$ cat src/ffd_map.svh
/*
 * Register offsets, field positions and reset values of the front-end
 * fault diagnostics register bank.
 * Assumes inclusion by bare name from any design file.
 */
`ifndef FFD_MAP_SVH
`define FFD_MAP_SVH

// Word indexes; the byte address is four times the index.
`define FFD_IDX_SUMMARY 4'h0
`define FFD_IDX_MASK 4'h6
`define FFD_IDX_DETAIL 4'h7
`define FFD_IDX_OWIRE 4'h8
`define FFD_IDX_CONV_CFG 4'h9
`define FFD_IDX_CONV_STAT 4'hA
`define FFD_IDX_IRQ_STAT 4'hB
`define FFD_IDX_IRQ_EN 4'hC
`define FFD_IDX_IRQ_CLR 4'hD

// Summary status fields.
`define FFD_SUM_FAULT 0
`define FFD_SUM_HOT 2
`define FFD_SUM_SHUT 3
`define FFD_SUM_CRC 4
`define FFD_SUM_CHAN 5

// Detail status and mask fields.
`define FFD_DET_INOC 1
`define FFD_DET_LOOPOC 2
`define FFD_DET_ICOM 6
`define FFD_DET_IEXC 7
`define FFD_DET_PO 8
`define FFD_DET_NO 9
`define FFD_DET_PU 10
`define FFD_DET_NU 11
`define FFD_DET_ERR_MASK 16'h0FC6

// Reset values.
`define FFD_MASK_RST 16'h0000
`define FFD_OWIRE_RST 16'h0000
`define FFD_CONV_CFG_RST 16'h0000

// Converter fault-routing codes.
`define FFD_ROUTE_DRIVE 2'b10
`define FFD_ROUTE_INPUT 2'b01

// Converter full-scale positive code.
`define FFD_FULL_SCALE 24'hFF_FFFF
`endif

$ cat src/ffd_pkg.sv
/*
 * Types shared by the front-end fault diagnostics block.
 * Assumes nothing beyond a SystemVerilog compiler.
 */
package ffd_pkg;
    // Raw analog detector levels, synchronous to the system clock.
    typedef struct packed {
        logic pos_input_over;
        logic neg_input_over;
        logic pos_input_under;
        logic neg_input_under;
        logic input_overcurrent;
        logic loop_supply_overcurrent;
        logic excitation_compliance_flag;
        logic compensation_compliance_flag;
        logic overheat;
        logic heat_shutdown;
        logic checksum_fault_flag;
        logic channel_fault_flag;
    } ffd_detect_t;

    // Controls handed to the analog front end.
    typedef struct packed {
        logic force_voltage_mode;
        logic sources_off;
        logic field_supply_off;
        logic amp_partial_off;
        logic [1:0] pos_wire_current;
        logic [1:0] neg_wire_current;
    } ffd_afe_ctrl_t;
endpackage

$ cat src/ffd_sticky.sv
/*
 * One bank of sticky flags: set by a level, cleared by a strobe.
 * Assumes set and clear are synchronous to the clock.
 */
`timescale 1ns/1ps
`default_nettype none
module ffd_sticky #(
    parameter int WIDTH = 2
) (
    // Clock and reset.
    input wire logic i_sys_clk,
    input wire logic i_sys_rst,
    // Set and clear controls.
    input wire logic [WIDTH-1:0] i_set,
    input wire logic [WIDTH-1:0] i_clr,
    // Flag state.
    output logic [WIDTH-1:0] o_flag
);
    // A set in the clearing cycle wins so no event is lost.
    always_ff @(posedge i_sys_clk) begin
        if (i_sys_rst) begin
            o_flag <= '0;
        end else begin
            o_flag <= (o_flag & ~i_clr) | i_set;
        end
    end
endmodule
`default_nettype wire

$ cat src/ffd_top.sv
/*
 * Front-end fault diagnostics register bank with APB slave, fault pin
 * and converter fault routing.
 * Assumes an APB master on the system clock and detector inputs that are
 * already synchronous to that clock.
 */
// What this block does
// - Expose all flags in status registers (masked detail flags read as 0 in the detail register)
// - Fault pin is open-drain, active low
// - OR front-end errors, invert, drive pin
// - Route code 10: converter drives pin
// - Route code 01: pin ORed into status
// - Pin sampled unlatched, updated per result
// - Overheat flag bit 2, cleared on read
// - Shutdown forces safe mode, bit 3 latched
// - Cooling clears summary bit 0, restores functions
// - Over/under flags in detail bits 11:8
// - Any detail error sets summary bit 0
// - Flags enabled at reset, mask suppresses
// - Field supply may raise two flags
// - Open-wire currents off at reset, programmable
// - Open wire shows as over/under flag
// - Overrange gives full scale, no flag
`timescale 1ns/1ps
`default_nettype none
`include "ffd_map.svh"
module ffd_top #(
    parameter int DATA_W = 24
) (
    // Clock and reset.
    input wire logic i_sys_clk,
    input wire logic i_sys_rst,
    // APB slave.
    input wire logic i_psel,
    input wire logic i_penable,
    input wire logic i_pwrite,
    input wire logic [7:0] i_paddr,
    input wire logic [31:0] i_pwdata,
    output logic [31:0] o_prdata,
    output logic o_pready,
    output logic o_pslverr,
    // Analog detectors and converter.
    input wire ffd_pkg::ffd_detect_t i_detect,
    input wire logic [3:0] i_conv_errors,
    input wire logic i_conv_result_valid,
    input wire logic [DATA_W-1:0] i_conv_result,
    input wire logic i_conv_overrange,
    // Front-end controls and converter data out.
    output ffd_pkg::ffd_afe_ctrl_t o_afe_ctrl,
    output logic [DATA_W-1:0] o_conv_data,
    // Open-drain fault pin.
    input wire logic i_fault_n,
    output logic o_fault_n,
    output logic o_fault_oe,
    // Interrupt.
    output logic o_irq
);
    logic [15:0] mask_reg;
    logic [15:0] owire_reg;
    logic [1:0] route_reg;
    logic conv_fault_reg;
    logic [3:0] conv_err_reg;
    logic [1:0] temp_latch;
    logic [3:0] irq_stat;
    logic [3:0] irq_en_reg;
    logic [3:0] irq_clr;
    logic [3:0] irq_set;
    logic [15:0] detail_raw;
    logic [15:0] detail_view;
    logic [15:0] summary_view;
    logic fe_fault;
    logic conv_any;
    logic acc;
    logic wr;
    logic rd;
    logic [5:0] idx;
    logic rd_summary;
    logic mapped;
    logic fault_prev;

    // Transfer decode: every access completes in its first access cycle.
    assign acc = i_psel & i_penable;
    assign wr = acc & i_pwrite;
    assign rd = acc & ~i_pwrite;
    assign idx = i_paddr[7:2];
    assign o_pready = 1'b1;
    assign rd_summary = rd && idx == {2'b00, `FFD_IDX_SUMMARY};

    // Raw detail flags in their register positions.
    always_comb begin
        detail_raw = 16'h0000;
        detail_raw[`FFD_DET_PO] = i_detect.pos_input_over;
        detail_raw[`FFD_DET_NO] = i_detect.neg_input_over;
        detail_raw[`FFD_DET_PU] = i_detect.pos_input_under;
        detail_raw[`FFD_DET_NU] = i_detect.neg_input_under;
        detail_raw[`FFD_DET_INOC] = i_detect.input_overcurrent;
        detail_raw[`FFD_DET_LOOPOC] = i_detect.loop_supply_overcurrent;
        detail_raw[`FFD_DET_IEXC] = i_detect.excitation_compliance_flag;
        detail_raw[`FFD_DET_ICOM] = i_detect.compensation_compliance_flag;
    end

    // Masked detail view; bit 0 summarises the remaining errors.
    always_comb begin
        detail_view = detail_raw & ~mask_reg & `FFD_DET_ERR_MASK;
        detail_view[0] = |detail_view;
    end

    // Latched temperature flags, cleared by a read of the summary.
    ffd_sticky #(
        .WIDTH(2)
    ) u_temp (
        .i_sys_clk(i_sys_clk),
        .i_sys_rst(i_sys_rst),
        .i_set({i_detect.heat_shutdown, i_detect.overheat}),
        .i_clr({2'b11} & {2{rd_summary}}),
        .o_flag(temp_latch)
    );

    // The summary fault bit follows live conditions, so cooling clears it.
    always_comb begin
        summary_view = 16'h0000;
        summary_view[`FFD_SUM_HOT] = temp_latch[0];
        summary_view[`FFD_SUM_SHUT] = temp_latch[1];
        summary_view[`FFD_SUM_CRC] = i_detect.checksum_fault_flag;
        summary_view[`FFD_SUM_CHAN] = i_detect.channel_fault_flag;
        summary_view[`FFD_SUM_FAULT] = detail_view[0]
            | i_detect.overheat | i_detect.heat_shutdown;
    end

    // Front-end fault is the OR of all error bits of both registers.
    assign fe_fault = |summary_view | detail_view[0];
    assign conv_any = |i_conv_errors;

    // Pin is pulled low only on an error, never driven high.
    always_comb begin
        o_fault_n = 1'b0;
        o_fault_oe = fe_fault;
        if (route_reg == `FFD_ROUTE_DRIVE && conv_any) begin
            o_fault_oe = 1'b1;
        end
    end

    // Shutdown puts the front end in its safe state while hot.
    always_comb begin
        o_afe_ctrl.force_voltage_mode = i_detect.heat_shutdown;
        o_afe_ctrl.sources_off = i_detect.heat_shutdown;
        o_afe_ctrl.field_supply_off = i_detect.heat_shutdown;
        o_afe_ctrl.amp_partial_off = i_detect.heat_shutdown;
        o_afe_ctrl.pos_wire_current = i_detect.heat_shutdown ? 2'b00
            : owire_reg[1:0];
        o_afe_ctrl.neg_wire_current = i_detect.heat_shutdown ? 2'b00
            : owire_reg[3:2];
    end

    // Software-written configuration registers.
    always_ff @(posedge i_sys_clk) begin
        if (i_sys_rst) begin
            mask_reg <= `FFD_MASK_RST;
            owire_reg <= `FFD_OWIRE_RST;
            route_reg <= 2'b00;
            irq_en_reg <= 4'h0;
        end else if (wr) begin
            if (idx == {2'b00, `FFD_IDX_MASK}) begin
                mask_reg <= i_pwdata[15:0] & `FFD_DET_ERR_MASK;
            end
            if (idx == {2'b00, `FFD_IDX_OWIRE}) begin
                owire_reg <= {12'h000, i_pwdata[3:0]};
            end
            if (idx == {2'b00, `FFD_IDX_CONV_CFG}) begin
                route_reg <= i_pwdata[1:0];
            end
            if (idx == {2'b00, `FFD_IDX_IRQ_EN}) begin
                irq_en_reg <= i_pwdata[3:0];
            end
        end
    end

    // Converter status is refreshed only when a result is written; the pin
    // is sampled in input mode with each result and held until the next one.
    always_ff @(posedge i_sys_clk) begin
        if (i_sys_rst) begin
            conv_fault_reg <= 1'b0;
            conv_err_reg <= 4'h0;
            o_conv_data <= '0;
        end else if (i_conv_result_valid) begin
            conv_err_reg <= i_conv_errors;
            conv_fault_reg <= conv_any | (route_reg == `FFD_ROUTE_INPUT
                && !i_fault_n);
            o_conv_data <= i_conv_overrange ? DATA_W'(`FFD_FULL_SCALE)
                : i_conv_result;
        end
    end

    // Interrupt events: summary fault level, shutdown, converter fault,
    // and the fault line falling.
    always_ff @(posedge i_sys_clk) begin
        if (i_sys_rst) begin
            fault_prev <= 1'b1;
        end else begin
            fault_prev <= i_fault_n;
        end
    end
    assign irq_set = {fault_prev & ~i_fault_n, conv_fault_reg,
        i_detect.heat_shutdown, summary_view[`FFD_SUM_FAULT]};
    assign irq_clr = (wr && idx == {2'b00, `FFD_IDX_IRQ_CLR}) ?
        i_pwdata[3:0] : 4'h0;

    ffd_sticky #(
        .WIDTH(4)
    ) u_irq (
        .i_sys_clk(i_sys_clk),
        .i_sys_rst(i_sys_rst),
        .i_set(irq_set),
        .i_clr(irq_clr),
        .o_flag(irq_stat)
    );

    assign o_irq = |(irq_stat & irq_en_reg);

    // Address map check for the error answer.
    always_comb begin
        unique case (idx)
            {2'b00, `FFD_IDX_SUMMARY}, {2'b00, `FFD_IDX_MASK},
            {2'b00, `FFD_IDX_DETAIL}, {2'b00, `FFD_IDX_OWIRE},
            {2'b00, `FFD_IDX_CONV_CFG}, {2'b00, `FFD_IDX_CONV_STAT},
            {2'b00, `FFD_IDX_IRQ_STAT}, {2'b00, `FFD_IDX_IRQ_EN},
            {2'b00, `FFD_IDX_IRQ_CLR}: mapped = 1'b1;
            default: mapped = 1'b0;
        endcase
    end
    assign o_pslverr = acc & ~mapped;

    // Read data mux; all status is readable here.
    always_comb begin
        o_prdata = 32'h0000_0000;
        if (rd) begin
            unique case (idx)
                {2'b00, `FFD_IDX_SUMMARY}: o_prdata[15:0] =
                    summary_view;
                {2'b00, `FFD_IDX_MASK}: o_prdata[15:0] = mask_reg;
                {2'b00, `FFD_IDX_DETAIL}: o_prdata[15:0] =
                    detail_view;
                {2'b00, `FFD_IDX_OWIRE}: o_prdata[15:0] = owire_reg;
                {2'b00, `FFD_IDX_CONV_CFG}: o_prdata[1:0] = route_reg;
                {2'b00, `FFD_IDX_CONV_STAT}: o_prdata[4:0] =
                    {conv_err_reg, conv_fault_reg};
                {2'b00, `FFD_IDX_IRQ_STAT}: o_prdata[3:0] = irq_stat;
                {2'b00, `FFD_IDX_IRQ_EN}: o_prdata[3:0] = irq_en_reg;
                default: o_prdata = 32'h0000_0000;
            endcase
        end
    end
endmodule
`default_nettype wire
$ cat config.mk
export PLATFORM = sky130hd
export DESIGN_NAME = ffd_top
export DESIGN_NICKNAME = d
export VERILOG_FILES = /design/src/ffd_pkg.sv /design/src/ffd_sticky.sv /design/src/ffd_top.sv
export VERILOG_INCLUDE_DIRS = /design/src
export SDC_FILE = /design/constraint.sdc
export NUM_CORES = 1
export LEC_CHECK = 0
export BUFFER_PORTS_ARGS = -buffer_cell sky130_fd_sc_hd__buf_2
export CAP_MARGIN = 30
export CORE_MARGIN = 8
export CORE_UTILIZATION = 40
export DETAILED_ROUTE_END_ITERATION = 8
export GPL_TIMING_DRIVEN = 0
export PLACE_DENSITY = 0.77
export REMOVE_ABC_BUFFERS = 1
export SLEW_MARGIN = 20
export SYNTH_ARGS = -nofsm -noshare
export SYNTH_HDL_FRONTEND = slang
export SYNTH_HIERARCHICAL = 1
export SYNTH_SLANG_ARGS = --single-unit
$ cat constraint.sdc
create_clock -name i_sys_clk -period 1.71 [get_ports i_sys_clk]
set_input_delay 0.342 -clock i_sys_clk [delete_from_list [all_inputs] [get_ports i_sys_clk]]
set_output_delay 0.342 -clock i_sys_clk [all_outputs]
set_load 0.01 [all_outputs]
==> summary.txt, run 1 <==
Final layout
  – Layout cells sized above 1: between 30% and 40%
  – Largest register FFs: 24
  – Post-route non-filler standard cell count: ~530
  – # fillers: 655
  – Design Area, Final: approximately 0.0036 sq mm
  – Diodes inserted: 0
  – Area of the multi-input gates: approximately 0.0016 sq mm
  – Area added between synthesis and finish: 28.1%
  – Final core occ: between 50% and 60%
  – Register area: 0.00109 sq mm
  – Nets: between 500 and 600

Run
  – Max_cap viols: 0

Logic synthesis
  – Synth area leaders: dfxtp_1, mux2i_1, nor2_1
  – Leading area contributor after synthesis: dfxtp_1
  – Xor/xnor share of the synthesized area: less than 1%
  – Synthesized instance count: around 340
  – Post-synth top area share: a little under two fifths
  – Number of synthesized flops with an enable pin: 0
  – Most common cell in the netlist: nor2_1
  – Post-Syn Area: 0.00283 sq mm
  – Compound-Gate Fraction of Synth Area: about an eighth
  – Most used DFF post-synth: dfxtp_1
  – Async SR Flop Fraction: 0%
  – Multiplexer share of the synthesized area: between 10% and 20%
  – Largest family of logic cells by synthesized area: simple AND/OR/NAND/NOR gates
  – Mean post-synth cell area: 8.43 sq um
  – Synth top cells by count: nor2_1, dfxtp_1, buf_4, mux2i_1, o22ai_1
  – #FFs+latches synth: between 50 and 60
  – Post-synthesis adder-cell area fraction: 0%
  – Yosys Warn Count: 6
  – Register area share after synthesis: 38.2%
  – Simple-Gate Fraction of Synth Area: a little under a quarter
  – Cell variety after synth: between 40 and 50

Routing
  – Post-DRT Antenna Nets: 0
  – Via count: around 2,700
  – Wire per inst: approximately 15 um
  – Count of TritonRoute iterations in the first routing pass: 4
  – DRT iter0 DRCs: about 140
  – Vias per cell: 5.00
  – Routed WL: a little under 8000 um
  – # DRC: 0

Place
  – Post-DP HPWL: 5940 um
  – Placed cell area: 0.00326 sq mm
  – Routability cong.: just under 0.9
  – IO Port Bufs: 110
  – Placed insts: ~520

Critical path
  – Cells on worst reg2reg path: 6
  – Worst r2r src: mask_reg[8]
  – Data required time of the critical path: 1.37 ns
  – CP endpoint: o_fault_oe
  – Kind of critical path: flop to output pin
  – CP max FO: 2
  – Worst Path Arrival: roughly 1.7 ns
  – Setup crit start kind: flop
  – R2R Setup Slk: 0.44 ns
  – RR Endpoint: u_irq/o_flag[0]
  – CP Capture Type: output pin
  – CP startpoint: mask_reg[8]

Global routing
  – Total track usage: between 10% and 20%
  – Largest net degree at the start of global routing: 55
  – Gr ovfl total: 0
  – Initial antenna violation count: 1
  – First-pass GRT wire length: ~12,000 um
  – Vias in the first global route: 2,660

Pwr
  – Pwr per Cell Area: around 730 mW/mm^2
  – Leak pwr: ~1.7 nW
  – Maximum vdd drop: around 0.00043 V
  – Power Total: around 2.6 mW

Clock tree
  – CTS tree: yes
  – CTS root buf: clkbuf_8
  – Worst-skew pair later-pin latency: ~0.3 ns
  – H-Tree Depth: 2
  – Clock slew at reported path FFs: about 0.090 ns
  – CTS buffer count: 5
  – Max Root-Sink Buffers: 2
  – Num Clock Sinks: 54

Timing
  – Slew Limit Headroom: ~62%
  – RSZ-0062 raised after global routing: true
  – Measured slew at the worst slew-check pin: ~0.57 ns
  – Final hold vios: 0
  – Final setup viols: 6
  – Worst Clk Skew: 0.00802 ns
  – Max Slew Vio Count: 0
  – Period utilisation layout: 120%
  – Min Tclk post-route: ~2 ns
  – Fmax: slightly below 0.5 GHz
  – Final worst setup slack: -0.345 ns

Status
  – Status: complete, but fails checks
  – Failing checks: negative setup slack

Floorplanning
  – Core area: between 0.006 and 0.007 sq mm
  – Die width: 100 um
  – Die height: around 100 um
  – Initial Utilization: approximately two fifths
  – Die ar.: between 0.01 and 0.015 sq mm
  – Placement Rows: 30
  – Ports: between 150 and 200

Worst hold path
  – Hold Crit Class: input port to flop
==> worst max-delay path: stages (launching register included) <==
cell and delay, ns:
dfxtp_2 0.33, nor2b_1 0.06, a2111oi_4 0.35, nand3_1 0.15
or3_1 0.38, buf_6 0.13
==> cell families (layout without fill, tap and decap cells) <==
| logic type | count (synthesis) | count (layout) |
|---|---|---|
| AO/OA/AOI/OAI | 53 | 53 |
| XOR/XNOR | 1 | 1 |
| buffers and inverters | 55 | 137 |
| flip-flops | 54 | 54 |
| multiplexers | 36 | 36 |
| other | 2 | 22 |
| AND/OR/NAND/NOR | 135 | 135 |
==> layout make-up <==
| type | count | share of cell area (%) |
|---|---|---|
| Inverter | 9 | 0.931 |
| Tap cell | 96 | 3.31 |
| Timing Repair Buffer | 120 | 19.1 |
| Sequential cell | 54 | 30.1 |
| Clock buffer | 6 | 2.00 |
| Clock inverter | 2 | 1.03 |
| Multi-Input combinational cell | 247 | 43.5 |
==> power breakdown <==
group / leakage (nW) / switching, mW / internal (mW)
sequential: 0.451 / 0.0351 / 1.32
combinational: 1.18 / 0.247 / 0.191
clock: 0.0514 / 0.402 / 0.437
total: 1.69 / 0.684 / 1.95
==> through the flow <==
step / TNS, ns / setup slack [ns] / hold WS (ns)
after floorplan: -0.0371 / -0.0371 / 0.411
after global placement: -8.58 / -0.400 / 0.458
after detailed placement: -9.44 / -0.390 / 0.469
after CTS: -1.29 / -0.441 / 0.263
after global routing: -1.66 / -0.423 / 0.256
final: -1.15 / -0.345 / 0.274
==> placed cells by master, fill, tap and decap left out, types with 2 or more instances in the layout <==
master,count
a2111oi_4,2
a21oi_1,10
a21oi_2,3
a22o_2,2
a22oi_1,2
and2_1,7
and3b_2,2
buf_2,103
buf_4,9
buf_6,6
clkbuf_8,5
conb_1,22
dfxtp_1,44
dfxtp_2,10
inv_1,9
mux2_2,8
mux2i_1,28
nand2_1,20
nand2b_1,7
nand3_1,6
nor2_1,54
nor2_2,10
nor2b_1,10
nor4_1,2
o21ai_0,3
o22ai_1,25
==> timing repair <==
| action | CTS | global route |
|---|---|---|
| pin swaps | 13 | 5 |
| gates resized for setup | 25 | 24 |
| endpoints found under the setup margin | 12 | 31 |
| hold buffers | 0 | 0 |
| buffers inserted | 8 | 1 |
==> per-layer routing <==
| metal | GRT usage (%) | share of wire [%] |
|---|---|---|
| met1 | 17.3 | 41 |
| met2 | 24.3 | 45 |
| met3 | 7.82 | 13 |
| met4 | 3.60 | 0.70 |
| met5 | 0 | 0.16 |
==> how the worst min path moves through the flow <==
stage / from / end / slack [ns] / cells past startpoint
3_3_place_gp: conv_fault_reg / u_irq/o_flag[2] / 0.46 / 2
2_1_floorplan: i_sys_rst / route_reg[0] / 0.41 / 1
3_5_place_dp: conv_fault_reg / u_irq/o_flag[2] / 0.47 / 2
4_1_cts: i_fault_n / fault_prev / 0.26 / 2
6_report: i_fault_n / fault_prev / 0.27 / 2
5_1_grt: i_fault_n / fault_prev / 0.26 / 2
Power figures use the tool's default switching activity.
==> run 2: changes to the inputs <==
==> constraint.sdc (replaced) <==
create_clock -name i_sys_clk -period 1.7 [get_ports i_sys_clk]
set_input_delay 0.34 -clock i_sys_clk [delete_from_list [all_inputs] [get_ports i_sys_clk]]
set_output_delay 0.34 -clock i_sys_clk [all_outputs]
set_load 0.01 [all_outputs]
==> run 2 against run 1 <==
Against the previous run: the run still ends with negative setup slack left; critical path depth did not move; design area increased by 0.52%; combinational power rose by 1%; sequential power hardly changed; setup slack got worse by 0.0058 ns; clock skew hardly changed; first-iteration DRC count shrank 2.8%; routed wire length is 0.47% higher; sequential cell count did not move; largest power group unchanged.
==> summary.txt, run 2 (same netlist as run 1, synthesis figures left out) <==
Status
  – Status: complete, but fails checks
  – Failing checks: negative setup slack

Global routing
  – Gr ovfl total: 0
  – First-pass GRT wire length: approximately 12,000 um
  – Largest net degree at the start of global routing: 55
  – Total track usage: between 15 and 20%
  – Initial antenna violation count: 1
  – Vias in the first global route: 2,660

Critical path
  – RR Endpoint: u_irq/o_flag[0]
  – Critical path, cell by cell: nor2b_1 -> a2111oi_4 -> nand3_1 -> or3_1 -> buf_6
  – Cells on worst reg2reg path: 6
  – Data required time of the critical path: around 1.4 ns
  – Kind of critical path: flop to output pin
  – Worst r2r src: mask_reg[8]
  – CP Capture Type: output pin
  – CP Buf/Inv Count: 1
  – R2R Setup Slk: 0.43 ns
  – CP max FO: 2
  – Crit-path max cell delay: between 0.3 and 0.4 ns
  – Worst Path Arrival: 1.71 ns
  – Cell family with most CP delay: simple AND/OR/NAND/NOR gates
  – Setup crit start kind: flop
  – Crit-path slowest cell: or3_1

Routing
  – # DRC: 0
  – DRT iter0 DRCs: 140
  – Wire per inst: around 15 um
  – Via count: approximately 2,700
  – Vias per cell: approximately 5.0
  – Count of TritonRoute iterations in the first routing pass: 5
  – Post-DRT Antenna Nets: 0
  – Routed WL: about 8000 um

Floorplanning
  – Initial Utilization: between 40% and 50%
  – Die width: 100 um
  – Die ar.: around 0.010 sq mm
  – Placement Rows: 30
  – Die height: between 100 and 150 um
  – Core area: between 0.006 and 0.007 sq mm
  – Ports: around 160

Timing
  – Worst Clk Skew: between 0.008 and 0.009 ns
  – Slew Limit Headroom: 61.8%
  – RSZ-0062 raised after global routing: true
  – Fmax: about 0.49 GHz
  – Final setup viols: 6
  – Measured slew at the worst slew-check pin: ~0.57 ns
  – Period utilisation layout: 121%
  – Min Tclk post-route: 2.05 ns
  – Final hold vios: 0
  – Worst Hold Slack: around 0.27 ns
  – Max Slew Vio Count: 0
  – Final worst setup slack: -0.351 ns

Worst hold path
  – Hold wc startpoint: i_fault_n
  – Hold EP: fault_prev
  – Hold Crit Class: input port to flop
  – Worst hold stages: 2

Clock tree
  – CTS root buf: clkbuf_8
  – CTS tree: yes
  – Worst-skew pair later-pin latency: around 0.30 ns
  – Post-CTS Hold Fix Bufs: 0
  – Max Root-Sink Buffers: 2
  – CTS buffer count: 5
  – Num Clock Sinks: between 50 and 60
  – H-Tree Depth: 2
  – Clock slew at reported path FFs: 0.09 ns

Final layout
  – Final core occ: between 50% and 60%
  – Area added between synthesis and finish: 28.8%
  – Largest register FFs: 24
  – Commonest non-fill, non-tap cell in the layout: buf_2
  – Commonest cells after routing, fill and taps aside: buf_2, nor2_1, dfxtp_1, mux2i_1, o22ai_1
  – Diodes inserted: 0
  – Nets: between 500 and 600
  – Layout cells sized above 1: 40.0%

Pwr
  – Maximum vdd drop: between 0.0004 and 0.0005 V
  – P_int: 1.96 mW
  – Sequential power share: between 50% and 60%
  – Clock Power Share: a little under a third
  – Leak pwr: 1.70 nW
  – Power Total: 2.65 mW
  – Switch share: roughly a quarter
  – Comb pwr share: about 17%
  – Pwr per Cell Area: roughly 730 mW/mm^2
  – Sw Pwr: between 0.6 and 0.7 mW

Place
  – IO Port Bufs: 110
  – Post-DP HPWL: approximately 6000 um
  – Routability cong.: between 0.8 and 0.9

Run
  – Max_cap viols: 0
## run 2: changes by cell type in the layout (fill, tap and decap cells not counted), sizes merged
cell,change
buf,+2
## run 2: power by group through the flow
stage	clock (mW)	combinational [mW]	sequential [mW]
3_5_place_dp	0	0.404	1.39
4_1_cts	0.884	0.420	1.36
2_1_floorplan	0	0.163	1.41
5_1_grt	0.941	0.492	1.37
3_3_place_gp	0	0.394	1.39
6_report	0.843	0.445	1.36
## run 2: final cells by class
class | instances | area, sq um
Fill cell | 649 | 3180
Multi-Input combinational cell | 247 | 1580
Sequential cell | 54 | 1090
Timing Repair Buffer | 122 | 708
Tap cell | 96 | 120
Clock buffer | 6 | 72.6
Clock inverter | 2 | 37.5
Inverter | 9 | 33.8
## run 2: what timing repair did
item / in CTS / in global routing
gates resized for setup: 25 / 25
pin swaps: 13 / 6
setup buffers: 8 / 3
setup endpoints to repair: 13 / 34
endpoints found under the hold margin: 0 / 0
cloned: 0 / 0
## run 2: worst max path at each step
stage,startpoint,endpoint,slack (ns),cells past startpoint
after detailed placement,i_paddr[2],o_prdata[2],-0.40,5
final,mask_reg[8],o_fault_oe,-0.35,5
after global routing,mask_reg[10],o_fault_oe,-0.43,5
after floorplan,i_detect[5],o_fault_oe,-0.04,4
after CTS,mask_reg[1],o_fault_oe,-0.45,5
after global placement,i_detect[6],o_fault_oe,-0.41,6
## run 2: routing by layer
metal  track usage (%)  up-vias  wire [um]
li1                  -     1300          -
met3              7.82        7       1060
met5                 0        -         13
met4              3.60        2         56
met1              17.3     1250       3240
met2              24.3      133       3610
## run 2: worst reg2reg max path: cells and delay by family, from the launching register on
| family | cells | cell delay (ns) |
|---|---|---|
| AOI/OAI and AO/OA | 2 | 0.40 |
| DFF | 1 | 0.33 |
| buffers and inverters | 2 | 0.21 |
| and+or+nand+nor | 2 | 0.21 |
## run 2: stage by stage
| step | cell area (sq um) | instances | worst slack [ns] | setup TNS, ns |
|---|---|---|---|---|
| floorplan | 2590 | 310 | -0.0431 | -0.0431 |
| global placement | 3260 | 516 | -0.406 | -8.91 |
| detailed placement | 3260 | 516 | -0.396 | -9.81 |
| CTS | 3500 | 532 | -0.449 | -1.33 |
| global route | 3650 | 536 | -0.431 | -1.72 |
| finish | 3650 | 536 | -0.351 | -1.21 |
==> run 3: changes to the inputs <==
--- a/config.mk
+++ b/config.mk
@@ -13,7 +13,6 @@
 export DETAILED_ROUTE_END_ITERATION = 8
 export GPL_TIMING_DRIVEN = 0
 export PLACE_DENSITY = 0.77
-export REMOVE_ABC_BUFFERS = 1
 export SLEW_MARGIN = 20
 export SYNTH_ARGS = -nofsm -noshare
 export SYNTH_HDL_FRONTEND = slang
==> run 3 against run 2 <==
Against the previous run: the run still ends with negative setup slack left; non-clock buffer count grew 50; sequential cell count is the same; largest cell class unchanged; combinational power grew 18%; setup slack lost 0.043 ns; highest routed layer is now met4.
==> summary.txt, run 3 (same netlist as run 1, synthesis figures left out) <==
Status
  – Status: complete, but fails checks
  – Failing checks: negative setup slack

Timing
  – Min Tclk post-route: between 2 and 2.5 ns
  – Max Slew Vio Count: 0
  – Slew Limit Headroom: between 60% and 70%
  – Worst Clk Skew: about 0.0037 ns
  – Final setup TNS: -2.07 ns
  – Final hold vios: 0
  – Fmax: about 0.48 GHz
  – Measured slew at the worst slew-check pin: 0.534 ns
  – RSZ-0062 raised after global routing: true
  – Worst Hold Slack: between 0.2 and 0.3 ns
  – Final worst setup slack: -0.393 ns
  – Period utilisation layout: 123%
  – Final setup viols: 12

Pwr
  – Power Total: 2.74 mW
  – Leak pwr: 1.94 nW
  – Pwr per Cell Area: around 670 mW/mm^2
  – Maximum vdd drop: between 0.0004 and 0.0005 V

Run
  – Max_cap viols: 0

Critical path
  – Kind of critical path: flop to output pin
  – Data required time of the critical path: 1.36 ns
  – Setup crit start kind: flop
  – CP Capture Type: output pin
  – CP max FO: 2
  – Worst Path Arrival: around 1.8 ns

Clock tree
  – H-Tree Depth: 2
  – Max Root-Sink Buffers: 2
  – Worst-skew pair later-pin latency: 0.30 ns
  – Num Clock Sinks: 54
  – CTS buffer count: 5
  – CTS tree: yes
  – Clock slew at reported path FFs: about 0.1 ns
  – CTS root buf: clkbuf_8

Routing
  – Via count: 2,865
  – Wire per inst: between 15 and 20 um
  – Count of TritonRoute iterations in the first routing pass: 4
  – DRT iter0 DRCs: ~180
  – Routed WL: 8900 um
  – Vias per cell: ~4.9
  – # DRC: 0
  – Post-DRT Antenna Nets: 0

Final layout
  – Layout cells sized above 1: 43.9%
  – Commonest non-fill, non-tap cell in the layout: buf_2
  – Design Area, Final: 0.00409 sq mm
  – Largest register FFs: 24
  – Diodes inserted: 0
  – Final core occ: 59.8%
  – Nets: ~580
  – Area added between synthesis and finish: 44.2%
  – Commonest cells after routing, fill and taps aside: buf_2, nor2_1, dfxtp_1, buf_4, mux2i_1

Place
  – Post-DP HPWL: about 6700 um
  – IO Port Bufs: 108
  – Placed cell area: roughly 0.0036 sq mm
  – Routability cong.: 0.905

Floorplanning
  – Die ar.: 0.0100 sq mm
  – Core area: just under 0.007 sq mm
  – Initial Utilization: a little over 40%
  – Die height: approximately 100 um
  – Ports: 157
  – Placement Rows: 30
  – Die width: between 100 and 150 um

Worst hold path
  – Hold Crit Class: input port to flop

Global routing
  – Total track usage: ~17%
  – Vias in the first global route: roughly 2,900
  – Largest net degree at the start of global routing: 17
  – Initial antenna violation count: 0
  – First-pass GRT wire length: between 10,000 and 15,000 um
  – Gr ovfl total: 0
[run 3: cell types whose count changed in the layout (fill, tap and decap cells not counted), sizes merged]
cell         delta
buf            +38
clkbuf         +11
dlygate4sd1     +1
[run 3: final timing paths]
path / from / to / slack (ns) / depth (start not counted)
setup / recovery: mask_reg[7] / o_fault_oe / -0.39 / 5
hold / removal: i_fault_n / fault_prev / 0.26 / 2
setup reg to reg: mask_reg[7] / u_irq/o_flag[0] / 0.39 / 6
hold reg to reg: conv_fault_reg / u_irq/o_flag[2] / 0.50 / 2
[run 3: power breakdown]
part / internal [mW] / leakage, nW / switching [mW]
combinational: 0.252 / 1.44 / 0.275
clock: 0.440 / 0.0514 / 0.410
sequential: 1.33 / 0.450 / 0.0364
total: 2.02 / 1.94 / 0.721
[run 3: layout make-up]
type / instances / area (sq um)
clock buffers: 6 / 72.6
well taps: 96 / 120
inverters: 9 / 33.8
multi-input cells: 247 / 1640
clock inverters: 2 / 37.5
plain buffers: 45 / 308
flip-flops and latches: 54 / 1090
fillers: 614 / 2750
repair buffers: 127 / 779
[run 3: layer usage]
| metal | track usage [%] | routed length [um] |
|---|---|---|
| met2 | 26.9 | 4110 |
| met4 | 3.95 | 130 |
| met1 | 19.2 | 3540 |
| met5 | 0 | 0 |
| met3 | 7.47 | 1120 |
[run 3: critical path: stages (launching register included)]
cell and delay [ns]:
dfxtp_2 0.35, nor2b_2 0.06, a2111oi_4 0.39, nand3_2 0.14, or3_4 0.39, buf_6 0.13
[run 3: what timing repair did]
action,4_1_cts,5_1_grt
pin swaps,17,10
gates resized for setup,27,36
endpoints found under the setup margin,13,13
buffers inserted,9,10
hold buffers,0,0
[run 3: through the flow]
stage | cells | setup WS (ns)
final | 586 | -0.393
after floorplan | 356 | 0.00434
after global routing | 586 | -0.467
after detailed placement | 560 | -0.450
after global placement | 560 | -0.413
after CTS | 577 | -0.415
